File: config.mk
export PLATFORM = sky130hd
export DESIGN_NAME = dma_engine
export DESIGN_NICKNAME = d
export VERILOG_FILES = /design/src/hdl/dma_pkg.sv /design/src/hdl/dma_fifo.sv /design/src/hdl/dma_engine.sv
export SDC_FILE = /design/constraint.sdc
export NUM_CORES = 2
export LEC_CHECK = 0
export BUFFER_PORTS_ARGS = -buffer_cell sky130_fd_sc_hd__buf_2
export CAP_MARGIN = 10
export CORE_ASPECT_RATIO = 0.5
export CORE_MARGIN = 10
export CORE_UTILIZATION = 37
export DETAILED_ROUTE_END_ITERATION = 12
export PLACE_DENSITY = 0.65
export SLEW_MARGIN = 30
export SYNTH_ARGS = -nofsm -noshare
export SYNTH_HDL_FRONTEND = slang
export SYNTH_SLANG_ARGS = --single-unit
File: constraint.sdc
create_clock -name clk -period 6.9 [get_ports clk]
set_clock_uncertainty 0.05 [all_clocks]
set_input_delay 1.38 -clock clk [delete_from_list [all_inputs] [get_ports clk]]
set_output_delay 1.38 -clock clk [all_outputs]
set_load 0.005 [all_outputs]
File: src/hdl/dma_pkg.sv
// package: shared constants and carrier types of the four-channel transfer engine
package dma_pkg;

  // ==========================================================================
  // sizes and counts
  localparam int          NUM_CH       = 4;
  localparam int          NUM_SRC      = 5;
  localparam int          TC_W         = 20;
  localparam int          ADDR_W       = 31;
  localparam int          DATA_W       = 32;
  localparam int          FIFO_DEPTH   = 16;
  localparam logic [2:0]  BURST_BEATS  = 3'h4;
  localparam logic [2:0]  UNIT_BEATS   = 3'h1;
  localparam logic [1:0]  ACK_DROP_CYC = 2'h2;

  // ==========================================================================
  // channel control word field positions
  localparam int CTL_TC_LSB   = 0;
  localparam int CTL_SRC_LSB  = 24;
  localparam int CTL_SIZE_LSB = 20;
  localparam int CTL_BURST    = 28;
  localparam int CTL_IRQ_EN   = 29;
  localparam int CTL_WHOLE    = 27;
  localparam int CTL_HWSEL    = 23;
  localparam int CTL_HSHAKE   = 31;
  localparam logic [31:0] CTL_RESET = 32'h0000_0000;

  // ==========================================================================
  // types
  typedef enum logic [1:0] {
    ST_WAIT = 2'b00,
    ST_LOAD = 2'b01,
    ST_RUN  = 2'b10,
    ST_DROP = 2'b11
  } main_state_t;

  typedef enum logic [1:0] {
    SUB_IDLE  = 2'b00,
    SUB_READ  = 2'b01,
    SUB_WRITE = 2'b10,
    SUB_DONE  = 2'b11
  } sub_state_t;

  typedef struct packed {
    logic              to_periph;
    logic              write;
    logic [ADDR_W-1:0] addr;
    logic [1:0]        size;
  } bus_cmd_t;

  typedef struct packed {
    logic [ADDR_W-1:0] src_addr;
    logic [ADDR_W-1:0] dst_addr;
    logic              src_periph;
    logic              dst_periph;
    logic              src_fixed;
    logic              dst_fixed;
  } ch_addr_t;

endpackage

File: src/hdl/dma_fifo.sv
// module: flip-flop FIFO with valid/ready on both sides
`timescale 1ns/1ps
module dma_fifo #(
  parameter int WIDTH = 32,
  parameter int DEPTH = 16
) (
  input  wire logic             clk,
  input  wire logic             rstn,
  input  wire logic             in_valid,
  output logic                  in_ready,
  input  wire logic [WIDTH-1:0] in_data,
  output logic                  out_valid,
  input  wire logic             out_ready,
  output logic [WIDTH-1:0]      out_data
);
  localparam int AW = $clog2(DEPTH);

  typedef struct packed {
    logic [AW-1:0] wr;
    logic [AW-1:0] rd;
    logic [AW:0]   cnt;
  } fifo_state_t;

  fifo_state_t            s_q, s_d;
  logic [WIDTH-1:0]       mem_q [DEPTH];
  logic                   push;
  logic                   pop;

  assign in_ready  = (s_q.cnt != (AW+1)'(DEPTH));
  assign out_valid = (s_q.cnt != '0);
  assign out_data  = mem_q[s_q.rd];
  assign push      = in_valid && in_ready;
  assign pop       = out_valid && out_ready;

  always_comb
  begin
    s_d = s_q;
    if (push)
      s_d.wr = s_q.wr + AW'(1);
    if (pop)
      s_d.rd = s_q.rd + AW'(1);
    if (push && !pop)
      s_d.cnt = s_q.cnt + (AW+1)'(1);
    else if (pop && !push)
      s_d.cnt = s_q.cnt - (AW+1)'(1);
  end

  always_ff @(posedge clk)
  begin
    if (!rstn)
      s_q <= '0;
    else
      s_q <= s_d;
    if (push)
      mem_q[s_q.wr] <= in_data;
  end
endmodule // dma_fifo

File: src/hdl/dma_engine.sv
// module: four-channel transfer engine with request FSM per channel and shared bus master
`timescale 1ns/1ps
module dma_engine (
  input  wire logic                                 clk,
  input  wire logic                                 rstn,
  input  wire logic [dma_pkg::NUM_CH-1:0][31:0]     channel_control_reg,
  input  wire dma_pkg::ch_addr_t [dma_pkg::NUM_CH-1:0] ch_addr,
  input  wire logic [dma_pkg::NUM_CH-1:0]           sw_request,
  input  wire logic [dma_pkg::NUM_CH-1:0][dma_pkg::NUM_SRC-1:0] periph_request,
  input  wire logic                                 audio_tx_request,
  input  wire logic                                 audio_rx_request,
  input  wire logic                                 ext_req_pin_zero,
  input  wire logic                                 ext_req_pin_one,
  output logic [1:0]                                ext_ack_pin_n,
  output logic [dma_pkg::NUM_CH-1:0]                dma_ack,
  output logic [dma_pkg::NUM_CH-1:0]                irq_req,
  output logic [dma_pkg::NUM_CH-1:0][dma_pkg::TC_W-1:0] current_transfer_count,
  output logic                                      bus_req,
  input  wire logic                                 bus_grant,
  output logic                                      bus_lock,
  output logic                                      cmd_valid,
  output dma_pkg::bus_cmd_t                         cmd,
  output logic [dma_pkg::DATA_W-1:0]                cmd_wdata,
  input  wire logic                                 cmd_ready,
  input  wire logic                                 rd_valid,
  input  wire logic [dma_pkg::DATA_W-1:0]           rd_data
);
  localparam int NC = dma_pkg::NUM_CH;
  localparam int TW = dma_pkg::TC_W;
  localparam int AW = dma_pkg::ADDR_W;

  typedef struct packed {
    dma_pkg::main_state_t [NC-1:0] st;
    logic [NC-1:0][TW-1:0]         tc;
    logic [NC-1:0]                 ack;
    logic [NC-1:0]                 irq;
    logic [NC-1:0][1:0]            drop_cnt;
    logic [NC-1:0][AW-1:0]         src;
    logic [NC-1:0][AW-1:0]         dst;
    logic [1:0]                    sync0;
    logic [1:0]                    sync1;
    dma_pkg::sub_state_t           sub;
    logic [1:0]                    owner;
    logic [2:0]                    beats;
    logic [2:0]                    rd_cnt;
    logic [2:0]                    wr_cnt;
    logic [2:0]                    req_cnt;
    logic                          op_done;
    logic [NC-1:0]                 busy;
  } eng_state_t;

  eng_state_t                  s_q, s_d;
  logic [NC-1:0]               hw_req;
  logic [NC-1:0]               req;
  logic [NC-1:0][4:0]          src_list;
  logic                        f_in_valid;
  logic                        f_in_ready;
  logic                        f_out_valid;
  logic                        f_out_ready;
  logic [dma_pkg::DATA_W-1:0]  f_out_data;

  // size code 0/1/2 gives byte/half/word address step
  function automatic logic [AW-1:0] step(input logic [1:0] sz);
    step = AW'(1) << sz;
  endfunction

  function automatic logic [2:0] chunk_beats(input logic [31:0] ctl);
    chunk_beats = ctl[dma_pkg::CTL_BURST] ? dma_pkg::BURST_BEATS : dma_pkg::UNIT_BEATS;
  endfunction

  // the pin is only the live source when hardware select picks slot 0
  function automatic logic ext_sel(input logic [31:0] ctl);
    ext_sel = ctl[dma_pkg::CTL_HWSEL] && (ctl[dma_pkg::CTL_SRC_LSB +: 3] == 3'h0);
  endfunction

  // ==========================================================================
  // request source selection
  always_comb
  begin
    // external pins are active low, seen only after the two-stage synchroniser
    src_list[0] = {periph_request[0][4:1], ~s_q.sync1[0]};
    src_list[1] = {periph_request[1][4:3], audio_rx_request, periph_request[1][1],
                   ~s_q.sync1[1]};
    src_list[2] = {periph_request[2][4:2], audio_rx_request, audio_tx_request};
    src_list[3] = periph_request[3];
    for (int c = 0; c < NC; c++)
    begin
      hw_req[c] = src_list[c][channel_control_reg[c][dma_pkg::CTL_SRC_LSB +: 3] % 3'h5];
      req[c]    = channel_control_reg[c][dma_pkg::CTL_HWSEL] ? hw_req[c] : sw_request[c];
    end
  end

  // ==========================================================================
  // read data staging buffer between read and write phases
  assign f_in_valid  = rd_valid && (s_q.sub == dma_pkg::SUB_READ);
  assign f_out_ready = cmd_valid && cmd_ready && (s_q.sub == dma_pkg::SUB_WRITE);

  dma_fifo #(
    .WIDTH (dma_pkg::DATA_W),
    .DEPTH (dma_pkg::FIFO_DEPTH)
  ) u_fifo (
    .clk       (clk),
    .rstn      (rstn),
    .in_valid  (f_in_valid),
    .in_ready  (f_in_ready),
    .in_data   (rd_data),
    .out_valid (f_out_valid),
    .out_ready (f_out_ready),
    .out_data  (f_out_data)
  );

  // ==========================================================================
  // next state
  always_comb
  begin
    logic [31:0] ctl;
    logic        whole;
    logic        hshake;
    logic        ext;
    logic [1:0]  o;
    ctl    = '0;
    whole  = 1'b0;
    hshake = 1'b0;
    ext    = 1'b0;
    o      = s_q.owner;
    s_d    = s_q;
    s_d.sync0   = {ext_req_pin_one, ext_req_pin_zero};
    s_d.sync1   = s_q.sync0;
    s_d.op_done = 1'b0;

    // shared sub-FSM: one chunk for the owning channel, bus held throughout
    case (s_q.sub)
      dma_pkg::SUB_IDLE:
      begin
        for (int c = NC-1; c >= 0; c--)
          if (s_q.busy[c])
            o = 2'(c);
        if (s_q.busy != '0 && bus_grant)
        begin
          s_d.owner   = o;
          s_d.beats   = chunk_beats(channel_control_reg[o]);
          s_d.rd_cnt  = '0;
          s_d.wr_cnt  = '0;
          s_d.req_cnt = '0;
          s_d.sub     = dma_pkg::SUB_READ;
        end
      end
      dma_pkg::SUB_READ:
      begin
        if (cmd_valid && cmd_ready)
          s_d.req_cnt = s_q.req_cnt + 3'h1;
        if (f_in_valid && f_in_ready)
          s_d.rd_cnt = s_q.rd_cnt + 3'h1;
        if (f_in_valid && f_in_ready && s_q.rd_cnt + 3'h1 == s_q.beats)
          s_d.sub = dma_pkg::SUB_WRITE;
      end
      dma_pkg::SUB_WRITE:
      begin
        if (f_out_ready)
          s_d.wr_cnt = s_q.wr_cnt + 3'h1;
        if (f_out_ready && s_q.wr_cnt + 3'h1 == s_q.beats)
          s_d.sub = dma_pkg::SUB_DONE;
      end
      dma_pkg::SUB_DONE:
      begin
        s_d.op_done = 1'b1;
        s_d.busy[s_q.owner] = 1'b0;
        s_d.sub = dma_pkg::SUB_IDLE;
      end
      default: s_d.sub = dma_pkg::SUB_IDLE;
    endcase

    for (int c = NC-1; c >= 0; c--)
    begin
      ctl    = channel_control_reg[c];
      whole  = ctl[dma_pkg::CTL_WHOLE];
      hshake = ctl[dma_pkg::CTL_HSHAKE];
      ext    = (c < 2) && ext_sel(ctl);
      case (s_q.st[c])
        dma_pkg::ST_WAIT:
        begin
          s_d.ack[c] = 1'b0;
          if (req[c])
            s_d.st[c] = dma_pkg::ST_LOAD;
        end
        dma_pkg::ST_LOAD:
        begin
          s_d.ack[c] = 1'b1;
          s_d.irq[c] = 1'b0;
          s_d.tc[c]  = ctl[dma_pkg::CTL_TC_LSB +: TW];
          s_d.src[c] = ch_addr[c].src_addr;
          s_d.dst[c] = ch_addr[c].dst_addr;
          s_d.busy[c] = 1'b1;
          s_d.st[c]  = dma_pkg::ST_RUN;
        end
        dma_pkg::ST_RUN:
        begin
          if (s_q.op_done && s_q.owner == 2'(c))
          begin
            s_d.tc[c] = s_q.tc[c] - TW'(1);
            if (!ch_addr[c].src_fixed)
              s_d.src[c] = s_q.src[c] + AW'(s_q.beats) * step(ctl[dma_pkg::CTL_SIZE_LSB +: 2]);
            if (!ch_addr[c].dst_fixed)
              s_d.dst[c] = s_q.dst[c] + AW'(s_q.beats) * step(ctl[dma_pkg::CTL_SIZE_LSB +: 2]);
            if (s_q.tc[c] == TW'(1) && ctl[dma_pkg::CTL_IRQ_EN])
              s_d.irq[c] = 1'b1;
            // in demand mode the external request is sampled at every chunk end; whole and handshake service do not sample it
            if (whole && s_q.tc[c] != TW'(1))
              s_d.busy[c] = 1'b1;
            else if (ext && hshake && !whole)
            begin
              s_d.st[c] = dma_pkg::ST_DROP;
              s_d.drop_cnt[c] = '0;
            end
            // demand continuation stops at terminal count so the counter never wraps
            else if (ext && !whole && hw_req[c] && s_q.tc[c] != TW'(1))
            begin
              s_d.tc[c]   = s_q.tc[c] - TW'(1);
              s_d.busy[c] = 1'b1;
            end
            else
            begin
              s_d.ack[c] = 1'b0;
              s_d.st[c]  = dma_pkg::ST_WAIT;
            end
          end
        end
        dma_pkg::ST_DROP:
        begin
          // acknowledge held until the requester lets go of its pin
          if (!hw_req[c])
          begin
            s_d.ack[c] = 1'b0;
            s_d.st[c]  = dma_pkg::ST_WAIT;
          end
        end
        default: s_d.st[c] = dma_pkg::ST_WAIT;
      endcase
    end
  end

  // ==========================================================================
  // registers
  always_ff @(posedge clk)
  begin
    if (!rstn)
    begin
      s_q       <= '0;
      s_q.sync0 <= 2'h3;
      s_q.sync1 <= 2'h3;
    end
    else
      s_q <= s_d;
  end

  // ==========================================================================
  // outputs
  always_comb
  begin
    logic [1:0] sz;
    sz        = channel_control_reg[s_q.owner][dma_pkg::CTL_SIZE_LSB +: 2];
    cmd       = '0;
    cmd_valid = 1'b0;
    cmd_wdata = f_out_data;
    if (s_q.sub == dma_pkg::SUB_READ)
    begin
      cmd_valid     = (s_q.req_cnt != s_q.beats) && f_in_ready;
      cmd.write     = 1'b0;
      cmd.to_periph = ch_addr[s_q.owner].src_periph;
      cmd.addr      = s_q.src[s_q.owner] + AW'(s_q.req_cnt) * step(sz);
      cmd.size      = sz;
    end
    else if (s_q.sub == dma_pkg::SUB_WRITE)
    begin
      cmd_valid     = f_out_valid;
      cmd.write     = 1'b1;
      cmd.to_periph = ch_addr[s_q.owner].dst_periph;
      cmd.addr      = s_q.dst[s_q.owner] + AW'(s_q.wr_cnt) * step(sz);
      cmd.size      = sz;
    end
  end

  assign bus_req  = (s_q.busy != '0);
  assign bus_lock = (s_q.sub != dma_pkg::SUB_IDLE);
  assign dma_ack  = s_q.ack;
  assign irq_req  = s_q.irq;
  assign current_transfer_count = s_q.tc;
  assign ext_ack_pin_n = ~(s_q.ack[1:0] & {ext_sel(channel_control_reg[1]),
                                           ext_sel(channel_control_reg[0])});
endmodule // dma_engine

======== After elaboration in Yosys (flattened, before gate mapping) ========
Memory sizes are Yosys's and may differ from the RTL's. A register that Yosys moved wholly into a read port is not among the register bits.
Cells that the tools add are included.
cells by class
  add/sub/neg operators ................... 21
  $mul .................................... 6
  divide/modulo/power cells ............... 4
  $lt $le $gt $ge ......................... 7
  equality and inequality tests ........... 70
  shifts and indexed selects .............. 5
  muxes and demuxes ....................... 155
  bitwise operators ....................... 6
  reductions and logical operators ........ 87
operators with widths
  operator                                                              count
  31-bit two-way mux                                                    18
  31-bit case mux with 2 select lines                                   8
  31-bit adder                                                          10
  3-bit by 31-bit multiplier with 31-bit output                         6
  20-bit case mux with 2 select lines                                   4
  1-bit by 2-bit << shifter with 31-bit output, first input constant    5
  66-bit binary-select mux with 2-bit select                            1
  32-bit binary-select mux with 2-bit select                            2
  31-bit binary-select mux with 2-bit select                            2
  20-bit by 1-bit == test with 1-bit output, second input constant      4
  20-bit two-way mux                                                    4
  20-bit by 1-bit != test with 1-bit output, second input constant      4
  20-bit by 1-bit subtractor with 20-bit output, second input constant  4
  35-bit two-way mux                                                    2
  2-bit != test, second input constant                                  34
  2-bit two-way mux                                                     27
  3-bit AND reduction                                                   18
  1-bit two-way mux                                                     49
  2-bit case mux with 4 select lines                                    5
  1-bit logical AND                                                     36
  29-bit two-way mux                                                    1
  2-bit == test, second input constant                                  12
  22-bit two-way mux                                                    1
  5-bit AND reduction                                                   4
  other kinds (36)                                                      100
word-level totals
  register bits ........................... 382
  RAM bits ................................ 512
  input bits .............................. 457
  output and inout port bits .............. 160
  logic and storage cells ................. 399
  memories ................................ 1
memories
  memory        words  bits a word  read ports  clocked after Yosys merged registers in  wr ports  line            RTL
  u_fifo.mem_q  16     32           1           1                                        1         dma_fifo.sv:25  logic [WIDTH-1:0] mem_q [DEPTH];

======== Depth between registers and ports, before layout ========
  depth after elaboration ................. 12
  mapped depth ............................ 21
  mapped depth without buffers ............ 15

======== Hierarchy ========
Synthesis repeated with hierarchy kept, for this count alone.
second synthesis, totals
  cell total of the unflattened synthesis .. 4599
  area, all modules ....................... 49462.4 µm²
modules (own cells, without submodules)
  module      times used  cells each  area each (µm²)  sequential area each (µm²)
  dma_engine  1           3707        29375.7          7367.1
  dma_fifo    1           892         20086.8          15715.1

======== Least setup slack after synthesis ========
No wires, ideal clock.
  path kind ............................... input -> output
  from .................................... input port channel_control_reg[52] (netlist name)
  to ...................................... output port cmd[30] (netlist name)
  arrival time ............................ 5.482 ns
  required time ........................... 5.470 ns
  setup slack ............................. -0.012 ns
  cell stages on the path ................. 17
  path buffers ............................ 2
  cell sequence ........................... clkbuf_1 -> mux4_2 -> nor2b_1 -> and2_1 -> fa_1 -> inv_1 -> fa_1 -> inv_1 -> ha_1 -> o21ai_0 -> o21a_1 -> or4_4 -> or2_1 -> buf_6 -> nor3_4 -> xnor2_1 -> o22ai_1
RTL lines
  element      line              RTL
  from (decl)  dma_engine.sv:6   input wire logic [dma_pkg::NUM_CH-1:0][31:0] channel_control_reg,
  to (decl)    dma_engine.sv:22  output dma_pkg::bus_cmd_t cmd,

==> impl_metrics.yaml <==
synth:
  yosysTopAreaCell: "edfxtp_1"
  synthSimpleGateAreaFrac_pct: 14.0
  ys_ff_latch: 897
  synth_compound_area_share_pct: 15.6
  avgSynthCellArea_um2: 10.9
  synth_edf_count: 512
  synth_cell_types: 104
  ys_seq_area_share_pct: 46.5
  synthMuxAreaShare_pct: 12.3
  ys.warnings.count: 0
  synth_fa_ha_area_share_pct: 4.79
  synth_cells: 4567
  ys_async_sr_fraction_pct: 0
  syn_nets: 5198
  synth.cell_area_um2: 49600
  synth_xor_area_share_pct: 1.69
  synth_top_family_by_area: "compound AO/OA/AOI/OAI gates"
  synth.area.top_cells: "edfxtp_1 31%, dfxtp_1 16%, mux4_2 10%, ha_1 3.7%, nor2_1 2.7%"
  yosysTopAreaCellShare_pct: 31.0
  synth-main-ff-cell: "edfxtp_1"
drt:
  final_antenna_net_count: 0
  first_pass_iters: 6
  drtIter0Drc: 4854
  vias: 41900
  wl_per_cell_um: 27.3
  post-route-drc-count: 0
  viasPerCell: 6.08
  totalWireLength_um: 188000
timing:
  period_share_pct: 101
  grt_setup_unrepaired: "true"
  max_freq_ghz: 0.143
  report.final.slew_viol_count: 0
  slew-limit-headroom_pct: 31.3
  final-setup-viol-count: 10
  holdWs_ns: 0.359
  setup_ws_ns: -0.100
  tightest_slew_ns: 1.02
  finalHoldViolations: 0
  fin_crit_ns: 7.00
critical_path:
  cp_num_buf_inv: 5
  crit_chain: "buf_8, mux4_2, buf_6, and3_4, fa_1, inv_1, fa_1, inv_2, ha_4, o21ai_2, o21a_1, or4_4, or2_4, nor3b_2, xnor2_1, o22ai_2, buf_2"
  path_common_cell: "fa_1"
  worstPathArrival_ns: 5.57
  r2r-start: "s_q[16]$_SDFFE_PN0P_"
  cpPeakStageDelay_ns: 0.58
  crit_start: "channel_control_reg[116]"
  cp-end-kind: "output pin"
  cp-start-kind: "input port"
  crit_fanout: 6
  critPathRequiredTime_ns: 5.47
  path_class: "in -> out"
  critical-path-slowest-cell: "mux4_2"
  cpLargestDelayFamily: "adder cells"
run_status:
  status: "finished with violations"
  violations: "setup timing"
place:
  hpwl_um: 135000
  gp_congestion: 0.996
  portBuffers: 601
  postPlaceCellArea_um2: 54200
power_and_ir_drop:
  combPwrFrac_pct: 34.1
  seq_power_share_pct: 41.3
  p_clk_share_pct: 24.5
  power_density_nw_per_um2: 336
  vdd_ir_drop_max_mv: 0.189
  internal-power_mw: 11.5
  total_leakage_power_nw: 20.6
  power.switching_mw: 7.90
  p_sw_share_pct: 40.7
hold_path:
  hp-class: "reg -> reg"
  worstHoldStart: "s_d[22]$_SDFF_PN1_"
clocking:
  cts.sinks: 897
  clk_latency_ns: 0.73
  path_clk_slew_ns: 0.06
  cts_tree: "done"
  cts_buffers: 85
  root_buffer: "clkbuf_16"
  clk_path_buf_depth: 3
  htreeDepth: 3
  cts_hold_buf: 0
die:
  dieArea_um2: 150000
  rows: 94
  fp.coreArea_um2: 132000
  ios: 617
  initial_core_util_pct: 37.5
  die_h_um: 279
  die_w_um: 538
global_routing:
  grt_pass1_wl_um: 275000
  grt_overflow: 0
  first_global_vias: 40800
  antenna_found_initial: 71
  grtUsageTotal_pct: 24.0
  grt_max_degree: 105
finish:
  fin_nets: 5652
  final_area_um2: 57700
  multiInputGateArea_um2: 24600
  n_fill_cell: 12300
  drive_gt1_share_pct: 25.1
  layout_common_cells: "587 x buf_2, 512 x edfxtp_1, 380 x dfxtp_1, 331 x nor2_1, 263 x nand2_1"
  regArea_um2: 23100
  synthToLayoutAreaGrowth_pct: 16.2
  final_common_cell: "buf_2"
flow_run:
  max-cap-violations: 0
[Yosys cell counts, types with 55 or more instances]
cell and number:
edfxtp_1 512, dfxtp_1 385, nor2_1 353, nand2_1 268, o21ai_0 247, a21oi_1 233, mux4_2 221, clkbuf_1 219
inv_1 175, ha_1 147, nor3_1 143, nand3_1 123, buf_4 95, a211oi_1 85, o22ai_1 84, mux2i_1 83
nand4_1 83, and3_1 69, xnor2_1 63, a31oi_1 55
[power by group through the flow]
stage | combinational [mW] | clock, mW | sequential [mW]
floorplan | 4.77 | 0 | 7.18
global route | 7.27 | 5.06 | 8.04
CTS | 6.52 | 4.85 | 7.91
detailed placement | 6.43 | 0 | 8.02
global placement | 6.26 | 0 | 7.98
finish | 6.63 | 4.76 | 8.02
[sequential cells by signal, summed over array words and instances (netlist names), named ones only]
signal,flops
current_transfer_count,80
s_q,278
u_fifo.s_q,13
u_fifo.mem_q,512
dma_ack,4
irq_req,4
s_d,2
[timing repair]
item / CTS / global route
pin swaps: 34 / 23
buffers inserted: 10 / 3
resized for setup: 85 / 25
setup endpoints to repair: 25 / 24
[final cells by class]
cell class	count	area share, %
Clock inverter	58	0.965
Sequential cell	897	40.1
Inverter	180	1.19
Timing Repair Buffer	736	7.27
Antenna cell	37	0.161
Clock buffer	97	3.85
Multi-Input combinational cell	3121	42.7
Tap cell	1776	3.85
[per-stage QoR]
step / total power, mW / worst slack (ns) / utilization, % / setup TNS, ns / instances
floorplan: 11.9 / 0.0400 / - / 0 / 4567
global route: 20.4 / -0.223 / 43.6 / -2.43 / 6894
CTS: 19.3 / -0.124 / 43.4 / -0.691 / 6862
finish: 19.4 / -0.100 / 43.6 / -0.556 / 6902
detailed placement: 14.5 / -0.448 / 40.9 / -6.61 / 6697
global placement: 14.2 / -0.477 / 40.9 / -6.57 / 6697
[metal layers]
layer | track usage [%] | wire length [um]
met5 | 0 | 238
met4 | 13.2 | 11800
met3 | 4.70 | 14600
met2 | 39.8 | 90200
met1 | 29.5 | 71200
[path summary, 6_finish.rpt]
kind | endpoint | depth (start not counted) | slack, ns
worst max-delay path | cmd[32] | 17 | -0.10
worst min-delay path | s_q[22]$_SDFF_PN1_ | 1 | 0.36
worst max register to register | s_q[71]$_SDFFE_PN0P_ | 14 | 1.93
worst min register to register | s_q[22]$_SDFF_PN1_ | 1 | 0.36
[logic make-up after synthesis]
kind of cell             Yosys count
flip-flops                       897
XOR/XNOR                          96
adder cells (fa/ha/maj)          174
AO/OA/AOI/OAI                   1153
AND/OR/NAND/NOR                 1371
multiplexers                     327
buffers and inverters            549
(Power assumes the default switching activity.)
